--- src/core/ciomj_map.vh ---
// constants for the increment, or, move and jump execution core
`ifndef CIOMJ_MAP_VH
`define CIOMJ_MAP_VH

// instruction word layout
`define CIOMJ_IW_WIDTH 14
`define CIOMJ_PC_WIDTH 13
`define CIOMJ_FA_WIDTH 7
`define CIOMJ_DW_WIDTH 8
`define CIOMJ_D_BIT 7
`define CIOMJ_OP6_HI 13
`define CIOMJ_OP6_LO 8
`define CIOMJ_OP3_LO 11
`define CIOMJ_JMP_HI 10

// opcode encodings, six-bit major field
`define CIOMJ_OP_INC_SKIP 6'h0f
`define CIOMJ_OP_INC 6'h0a
`define CIOMJ_OP_OR_REG 6'h04
`define CIOMJ_OP_COPY 6'h08
`define CIOMJ_OP_OR_LIT 6'h38
// three-bit major field of the jump
`define CIOMJ_OP3_JUMP 3'h5

// upper program counter latch bits feeding pc<12:11>
`define CIOMJ_UPL_HI 4
`define CIOMJ_UPL_LO 3

// reset values
`define CIOMJ_PC_RST 13'h0000
`define CIOMJ_ACC_RST 8'h00

// instruction cycle phases, four clocks per cycle
`define CIOMJ_PH_FETCH 2'h0
`define CIOMJ_PH_READ 2'h1
`define CIOMJ_PH_EXEC 2'h2
`define CIOMJ_PH_ADV 2'h3
`define CIOMJ_CLK_PER_TCY 4
// cycles taken by a skip that hits or by a jump
`define CIOMJ_TCY_LONG 2

`endif

--- src/core/ciomj_core.v ---
// execution core for increment, or, move, jump and idle instructions
`timescale 1ns/1ns
`default_nettype none
`include "ciomj_map.vh"
module ciomj_core (
   // clock and reset
   input wire I_CLK_SYS,
   input wire I_RESET,
   // program memory
   input wire [`CIOMJ_IW_WIDTH-1:0] I_INSTR,
   output reg [`CIOMJ_PC_WIDTH-1:0] O_PC,
   // file register port
   input wire [`CIOMJ_DW_WIDTH-1:0] I_FR_RDATA,
   output reg [`CIOMJ_FA_WIDTH-1:0] O_FR_ADDR,
   output reg O_FR_WE,
   output reg [`CIOMJ_DW_WIDTH-1:0] O_FR_WDATA,
   // upper program counter latch
   input wire [4:0] I_UPPER_PC_LATCH,
   // core state
   output reg [`CIOMJ_DW_WIDTH-1:0] O_ACC,
   output reg O_NULL_FLAG,
   output reg O_BUBBLE
);

////////////////////////////////////////////////////////////////////////////////
// state

reg [1:0] phase;
reg [`CIOMJ_IW_WIDTH-1:0] ir;
reg [`CIOMJ_DW_WIDTH-1:0] opnd;
reg bubble_adv;

////////////////////////////////////////////////////////////////////////////////
// decode and result

wire [5:0] op6 = ir[`CIOMJ_OP6_HI:`CIOMJ_OP6_LO];
wire dest_f = ir[`CIOMJ_D_BIT];
reg [`CIOMJ_DW_WIDTH-1:0] res;
reg to_acc;
reg to_reg;
reg upd_z;
reg is_skip;
reg is_jump;

// operation select; anything unlisted runs as idle
always @* begin
   res = opnd;
   to_acc = 1'b0;
   to_reg = 1'b0;
   upd_z = 1'b0;
   is_skip = 1'b0;
   is_jump = 1'b0;
   if (ir[`CIOMJ_OP6_HI:`CIOMJ_OP3_LO] == `CIOMJ_OP3_JUMP) begin
      is_jump = 1'b1;
   end else begin
      case (op6)
         `CIOMJ_OP_INC_SKIP: begin
            res = opnd + 8'h01;
            to_acc = ~dest_f;
            to_reg = dest_f;
            is_skip = (res == 8'h00);
         end
         `CIOMJ_OP_INC: begin
            res = opnd + 8'h01;
            to_acc = ~dest_f;
            to_reg = dest_f;
            upd_z = 1'b1;
         end
         `CIOMJ_OP_OR_REG: begin
            res = O_ACC | opnd;
            to_acc = ~dest_f;
            to_reg = dest_f;
            upd_z = 1'b1;
         end
         `CIOMJ_OP_COPY: begin
            res = opnd;
            to_acc = ~dest_f;
            to_reg = dest_f;
            upd_z = 1'b1;
         end
         `CIOMJ_OP_OR_LIT: begin
            res = O_ACC | ir[`CIOMJ_DW_WIDTH-1:0];
            to_acc = 1'b1;
            upd_z = 1'b1;
         end
         default: begin
            res = opnd;
         end
      endcase
   end
end

////////////////////////////////////////////////////////////////////////////////
// phase decode
//
// four clocks make one instruction cycle; the phase counter runs free
// from reset release, so instruction boundaries are fixed by reset alone

// one flag per phase
wire in_fetch = (phase == `CIOMJ_PH_FETCH);
wire in_read = (phase == `CIOMJ_PH_READ);
wire in_exec = (phase == `CIOMJ_PH_EXEC);
wire in_adv = (phase == `CIOMJ_PH_ADV);

// a filler cycle commits nothing and ignores its fetched word
wire commit = in_exec & ~O_BUBBLE;
wire zero_res = (res == 8'h00);
// program counter candidates
wire [`CIOMJ_PC_WIDTH-1:0] pc_inc = O_PC + 13'h0001;
wire [`CIOMJ_PC_WIDTH-1:0] jump_target = {I_UPPER_PC_LATCH[`CIOMJ_UPL_HI:`CIOMJ_UPL_LO],
   ir[`CIOMJ_JMP_HI:0]};

////////////////////////////////////////////////////////////////////////////////
// next values

reg [1:0] next_phase;
reg [`CIOMJ_IW_WIDTH-1:0] next_ir;
reg [`CIOMJ_FA_WIDTH-1:0] next_addr;
reg [`CIOMJ_DW_WIDTH-1:0] next_opnd;
reg [`CIOMJ_DW_WIDTH-1:0] next_acc;
reg next_flag;
reg next_we;
reg [`CIOMJ_DW_WIDTH-1:0] next_wdata;
reg [`CIOMJ_PC_WIDTH-1:0] next_pc;
reg next_bubble;
reg next_bubble_adv;

// phase counter wraps after the last phase
always @* begin
   next_phase = phase + 2'h1;
end

// fetch latches the word and presents its register address
// operand is taken one phase later, once the address has settled
always @* begin
   next_ir = ir;
   next_addr = O_FR_ADDR;
   next_opnd = opnd;
   if (in_fetch) begin
      next_ir = I_INSTR;
      next_addr = I_INSTR[`CIOMJ_FA_WIDTH-1:0];
   end
   if (in_read) begin
      next_opnd = I_FR_RDATA;
   end
end

// result commit to accumulator, zero flag and file register
// the write strobe stands through the last phase only, so the
// store lands before the next instruction reads its operand
always @* begin
   next_acc = O_ACC;
   next_flag = O_NULL_FLAG;
   next_we = O_FR_WE;
   next_wdata = O_FR_WDATA;
   if (commit) begin
      if (to_acc) begin
         next_acc = res;
      end
      if (to_reg) begin
         next_we = 1'b1;
         next_wdata = res;
      end
      if (upd_z) begin
         next_flag = zero_res;
      end
   end
   // strobe drops at the end of the cycle
   if (in_adv) begin
      next_we = 1'b0;
   end
end

// program counter and filler cycle control
// a jump moves the pc now and holds it through the filler;
// a taken skip steps now and again at the end of the filler
always @* begin
   next_pc = O_PC;
   next_bubble = O_BUBBLE;
   next_bubble_adv = bubble_adv;
   if (in_adv) begin
      if (O_BUBBLE) begin
         next_bubble = 1'b0;
         if (bubble_adv) begin
            next_pc = pc_inc;
         end
      end else if (is_jump) begin
         next_pc = jump_target;
         next_bubble = 1'b1;
         next_bubble_adv = 1'b0;
      end else if (is_skip) begin
         next_pc = pc_inc;
         next_bubble = 1'b1;
         next_bubble_adv = 1'b1;
      end else begin
         next_pc = pc_inc;
      end
   end
end

////////////////////////////////////////////////////////////////////////////////
// registers

// phase counter
always @(posedge I_CLK_SYS) begin
   if (I_RESET) begin
      phase <= `CIOMJ_PH_FETCH;
   end else begin
      phase <= next_phase;
   end
end

// instruction latch and file register address
always @(posedge I_CLK_SYS) begin
   if (I_RESET) begin
      ir <= {`CIOMJ_IW_WIDTH{1'b0}};
      O_FR_ADDR <= 7'h00;
   end else begin
      ir <= next_ir;
      O_FR_ADDR <= next_addr;
   end
end

// operand latch
always @(posedge I_CLK_SYS) begin
   if (I_RESET) begin
      opnd <= 8'h00;
   end else begin
      opnd <= next_opnd;
   end
end

// accumulator
always @(posedge I_CLK_SYS) begin
   if (I_RESET) begin
      O_ACC <= `CIOMJ_ACC_RST;
   end else begin
      O_ACC <= next_acc;
   end
end

// zero flag
always @(posedge I_CLK_SYS) begin
   if (I_RESET) begin
      O_NULL_FLAG <= 1'b0;
   end else begin
      O_NULL_FLAG <= next_flag;
   end
end

// file register write port
always @(posedge I_CLK_SYS) begin
   if (I_RESET) begin
      O_FR_WE <= 1'b0;
      O_FR_WDATA <= 8'h00;
   end else begin
      O_FR_WE <= next_we;
      O_FR_WDATA <= next_wdata;
   end
end

// program counter
always @(posedge I_CLK_SYS) begin
   if (I_RESET) begin
      O_PC <= `CIOMJ_PC_RST;
   end else begin
      O_PC <= next_pc;
   end
end

// filler cycle flag and its pending step
always @(posedge I_CLK_SYS) begin
   if (I_RESET) begin
      O_BUBBLE <= 1'b0;
      bubble_adv <= 1'b0;
   end else begin
      O_BUBBLE <= next_bubble;
      bubble_adv <= next_bubble_adv;
   end
end

endmodule // ciomj_core
`default_nettype wire

--- config.mk ---
export PLATFORM = sky130hd
export DESIGN_NAME = ciomj_core
export DESIGN_NICKNAME = d
export VERILOG_FILES = /design/src/core/ciomj_core.v
export VERILOG_INCLUDE_DIRS = /design/src /design/src/core
export SDC_FILE = /design/constraint.sdc
export NUM_CORES = 1
export LEC_CHECK = 0
export ABC_AREA = 1
export BUFFER_PORTS_ARGS = -buffer_cell sky130_fd_sc_hd__clkbuf_2
export CAP_MARGIN = 10
export CORE_UTILIZATION = 50
export CTS_BUF_LIST = sky130_fd_sc_hd__clkbuf_16
export CTS_CLUSTER_DIAMETER = 120
export DETAILED_ROUTE_END_ITERATION = 8
export GPL_ROUTABILITY_DRIVEN = 0
export PLACE_DENSITY = 0.75
export SLEW_MARGIN = 25
export SYNTH_ARGS = -nofsm -noshare
export SYNTH_HDL_FRONTEND = slang
export SYNTH_SLANG_ARGS = --single-unit
--- constraint.sdc ---
create_clock -name I_CLK_SYS -period 2.2 [get_ports I_CLK_SYS]
set_input_delay 0.55 -clock I_CLK_SYS [delete_from_list [all_inputs] [get_ports I_CLK_SYS]]
set_output_delay 0.55 -clock I_CLK_SYS [all_outputs]
set_load 0.02 [all_outputs]
==> summary.txt <==
==============================================================================
Run status ...................................................... complete, no violations
Count of antenna diodes in the layout ...........................            0
Number of cells on the worst reg-to-reg path ....................           12
Final cycle utilization of the critical path ....................        86.4%
Area of the die ................................................. 0.00630 mm^2
Vias per inst ...................................................         5.25
Setup TNS .......................................................         0 ns
DP Wirelength ...................................................      5.42 mm
R2r endpoint .................................................... O_NULL_FLAG$_SDFFE_PP0P_
Synthesis-to-layout area growth .................................        22.6%
CP Buf/Inv Count ................................................            2
Maximum operating frequency .....................................      526 MHz
Standard cell with the maximum stage delay on the critical path . sky130_fd_sc_hd__dfxtp_1
Filler cells ....................................................          505
Synthesis warning total .........................................            0
Number of buffers created by CTS ................................            9
TritonCTS clock tree ............................................        built
Slew HR .........................................................        61.7%
Antenna violations before repair ................................            0
Effective utilization at floorplan ..............................        53.0%
Mapped Area ..................................................... 0.00299 mm^2
CP top delay family ............................................. simple AND/OR/NAND/NOR gates
Share of synthesized area occupied by flip-flops and latches ....        38.1%
CP max FO .......................................................           12
Wire length on met1 .............................................      3.45 mm
Hold-critical path depth ........................................            3
Post-synthesis instance total ...................................          433
Count of input and output buffers ...............................           64
Cell Rows .......................................................           27
Most prevalent standard cell on the critical path ............... sky130_fd_sc_hd__nand2_1
Num Clock Sinks .................................................           57
Count of non-filler cells in the finished layout ................          570
Longest Clk Path Bufs ...........................................            2
Cells traversed along the worst timing path ..................... inv_2, nor2_4, nand3_2, nand2_4, nor2_2, clkinv_2, nand2_1, a21oi_2, nand2_1, nor2_1, nand2_1, a21oi_2
Worst clock skew ................................................   0.00521 ns
Final hold vios .................................................            0
Met2 wire length ................................................      3.63 mm
Max stage delay on crit path ....................................      0.38 ns
Hold bufs inserted after CTS ....................................            0
Switching power of the nets .....................................     0.788 mW
Worst-case register-to-register setup slack .....................      0.30 ns
Reg-to-reg critical path startpoint ............................. ir[11]$_SDFFE_PP0N_
Die width .......................................................      79.4 um
Final count of negative-setup-slack endpoints ...................            0
First-pass GRT wire length ......................................      12.7 mm
CTS Root Buffer Type ............................................ sky130_fd_sc_hd__clkbuf_16
Share of total power in sequential cells ........................        37.1%
Total iterations of the first detailed-routing run ..............            4
Via Count .......................................................         2991
Worst voltage drop across the vdd grid ..........................     0.506 mV
Utilization after layout ........................................        65.0%
Final instance area ............................................. 0.00367 mm^2
CTS clk-pin slew, worst paths ...................................      0.05 ns
Cell area after placement ....................................... 0.00333 mm^2
Commonest cells after routing, fill and taps aside .............. sky130_fd_sc_hd__nand2_1, sky130_fd_sc_hd__clkbuf_2, sky130_fd_sc_hd__dfxtp_1, sky130_fd_sc_hd__nor2_1, sky130_fd_sc_hd__o21ai_0
Uppermost signal routing layer after detailed routing ...........         met4
Maximum number of pins on one net before global-route repair ....           23
Total gr overflow ...............................................            0
Final critical-path required period .............................      1.90 ns
CORE AREA ....................................................... 0.00564 mm^2
Combinational cell fraction of total power ......................        12.0%
Internal portion of total power .................................      2.31 mW
Via count of the first global-routing pass ......................         2852
Fin nets ........................................................          529
Power per Cell Area .............................................  846 mW/mm^2
CTS HTree Levels ................................................            3
RSZ-0062 raised after global routing ............................           no
Met3 wire length ................................................       416 um
Worst-Margin Slew ...............................................     0.574 ns
Drt initial violations ..........................................          215
Wirelength per Cell .............................................      13.4 um
Hold WC Path Type ...............................................    in -> reg
CP startpoint kind ..............................................     register
Boundary Pins ...................................................           68
DRC violations left .............................................            0
Class of the most critical setup path ...........................   reg -> reg
Arrival time worst endpoint .....................................      2.16 ns
Cell count after placement ......................................          554
Clock Latency Late Sink .........................................      0.32 ns
Syn Nets ........................................................          469
Endpoint type of the worst setup path ...........................     register
Global-route total usage across every layer .....................        26.3%
Proportion of power drawn by the clock network ..................        50.9%
Commonest non-fill, non-tap cell in the layout .................. sky130_fd_sc_hd__nand2_1
Switch share ....................................................        25.4%
Average size of a mapped cell ...................................    6.91 um^2
Fraction of layout cells with a size suffix above 1 .............        20.5%
Data required time at the worst endpoint ........................      2.46 ns
Startpoint of the worst hold path ...............................  I_INSTR[13]
Post-CTS setup buffers ..........................................            0
Number of violations of the max-capacitance limit ...............            0
Die Span Y ......................................................      79.4 um
Routed wire length ..............................................      7.64 mm
PostCTS Resize Cnt ..............................................            0
Leakage power total .............................................      1.79 nW
Fin. max-slew vios ..............................................            0
Antenna Nets Post-Route .........................................            0
Sink of the worst hold path ..................................... ir[13]$_SDFFE_PP0N_
Count of distinct cell types in the synthesized netlist .........           31
Flop and latch count out of synthesis ...........................           57
==============================================================================
registers in the layout (all words and copies together) (netlist names):
signal and count:
O_FR_WE 1, phase 2, O_PC 13, O_BUBBLE 1, ir 8, O_FR_ADDR 6, O_FR_WDATA 8, O_NULL_FLAG 1
bubble_adv 1, O_ACC 8, opnd 8
power by group through the flow:
| stage | Sequential (mW) | Clock [mW] | Combinational, mW |
|---|---|---|---|
| floorplan | 1.17 | 0 | 0.265 |
| global placement | 1.17 | 0 | 0.361 |
| detailed placement | 1.17 | 0 | 0.368 |
| CTS | 1.15 | 1.59 | 0.374 |
| global route | 1.16 | 1.64 | 0.422 |
| finish | 1.15 | 1.58 | 0.373 |
per-layer routing:
| layer | vias up | track usage, % |
|---|---|---|
| li1 | 1527 | - |
| met5 | - | 0 |
| met2 | 82 | 43.4 |
| met1 | 1367 | 32.4 |
| met3 | 15 | 5.40 |
| met4 | 0 | 13.1 |
tightest hold or removal path, stage by stage:
cell and delay, ns:
sky130_fd_sc_hd__clkbuf_2 0.08, sky130_fd_sc_hd__nor2_1 0.03, sky130_fd_sc_hd__nor2_1 0.08
worst max path at each step:
stage	from	end	cells after the start
global route	ir[11]$_SDFFE_PP0N_	O_ACC[3]$_SDFFE_PP0P_	8
global placement	ir[11]$_SDFFE_PP0N_	O_NULL_FLAG$_SDFFE_PP0P_	12
CTS	ir[11]$_SDFFE_PP0N_	O_NULL_FLAG$_SDFFE_PP0P_	12
floorplan	O_PC[0]$_SDFFE_PP0P_	O_PC[12]$_SDFFE_PP0P_	8
detailed placement	ir[11]$_SDFFE_PP0N_	O_NULL_FLAG$_SDFFE_PP0P_	12
finish	ir[11]$_SDFFE_PP0N_	O_NULL_FLAG$_SDFFE_PP0P_	12
layout make-up:
cell class | instances | area [um^2] | share of cell area, %
clock buffers | 9 | 225 | 6.14
clock inverters | 7 | 111 | 3.04
inverters | 47 | 178 | 4.84
multi-input cells | 306 | 1540 | 42.0
flip-flops and latches | 57 | 1140 | 31.1
well taps | 72 | 90.1 | 2.46
repair buffers | 72 | 380 | 10.4
per-stage QoR:
stage | setup WS, ns | hold slack, ns | power [mW]
global route | 0.0696 | 0.473 | 3.22
floorplan | 0.496 | 0.425 | 1.43
global placement | 0.354 | 0.432 | 1.53
detailed placement | 0.326 | 0.449 | 1.54
finish | 0.298 | 0.453 | 3.10
CTS | 0.299 | 0.442 | 3.12
cells by family after synthesis:
logic type      count (synthesis)  share of synthesized area [%]
simple gates                  170                           24.0
fa+ha+maj                       7                           2.93
flops                          57                           38.1
xor+xnor                       10                           2.93
buf+inv                        70                           10.3
compound gates                119                           21.6
cells in the mapped netlist, drive strengths merged:
library cell | number | area share, %
xor2 | 7 | 2.0
buf | 10 | 2.8
clkbuf | 13 | 1.6
nor3 | 5 | 0.84
o211ai | 7 | 1.8
o21bai | 5 | 1.3
inv | 46 | 5.8
and2 | 1 | 0.21
o221ai | 1 | 0.29
nand2 | 86 | 11
nand3 | 17 | 3.2
o21ai | 53 | 9.0
a21oi | 50 | 8.6
nand4 | 1 | 0.21
o22ai | 1 | 0.21
dfxtp | 57 | 38
nor2 | 59 | 8.0
nand3b | 1 | 0.25
ha | 7 | 2.9
a211oi | 2 | 0.50
xnor2 | 3 | 0.88
clkinv | 1 | 0.17
No activity file was read; power rests on OpenSTA's default activity.
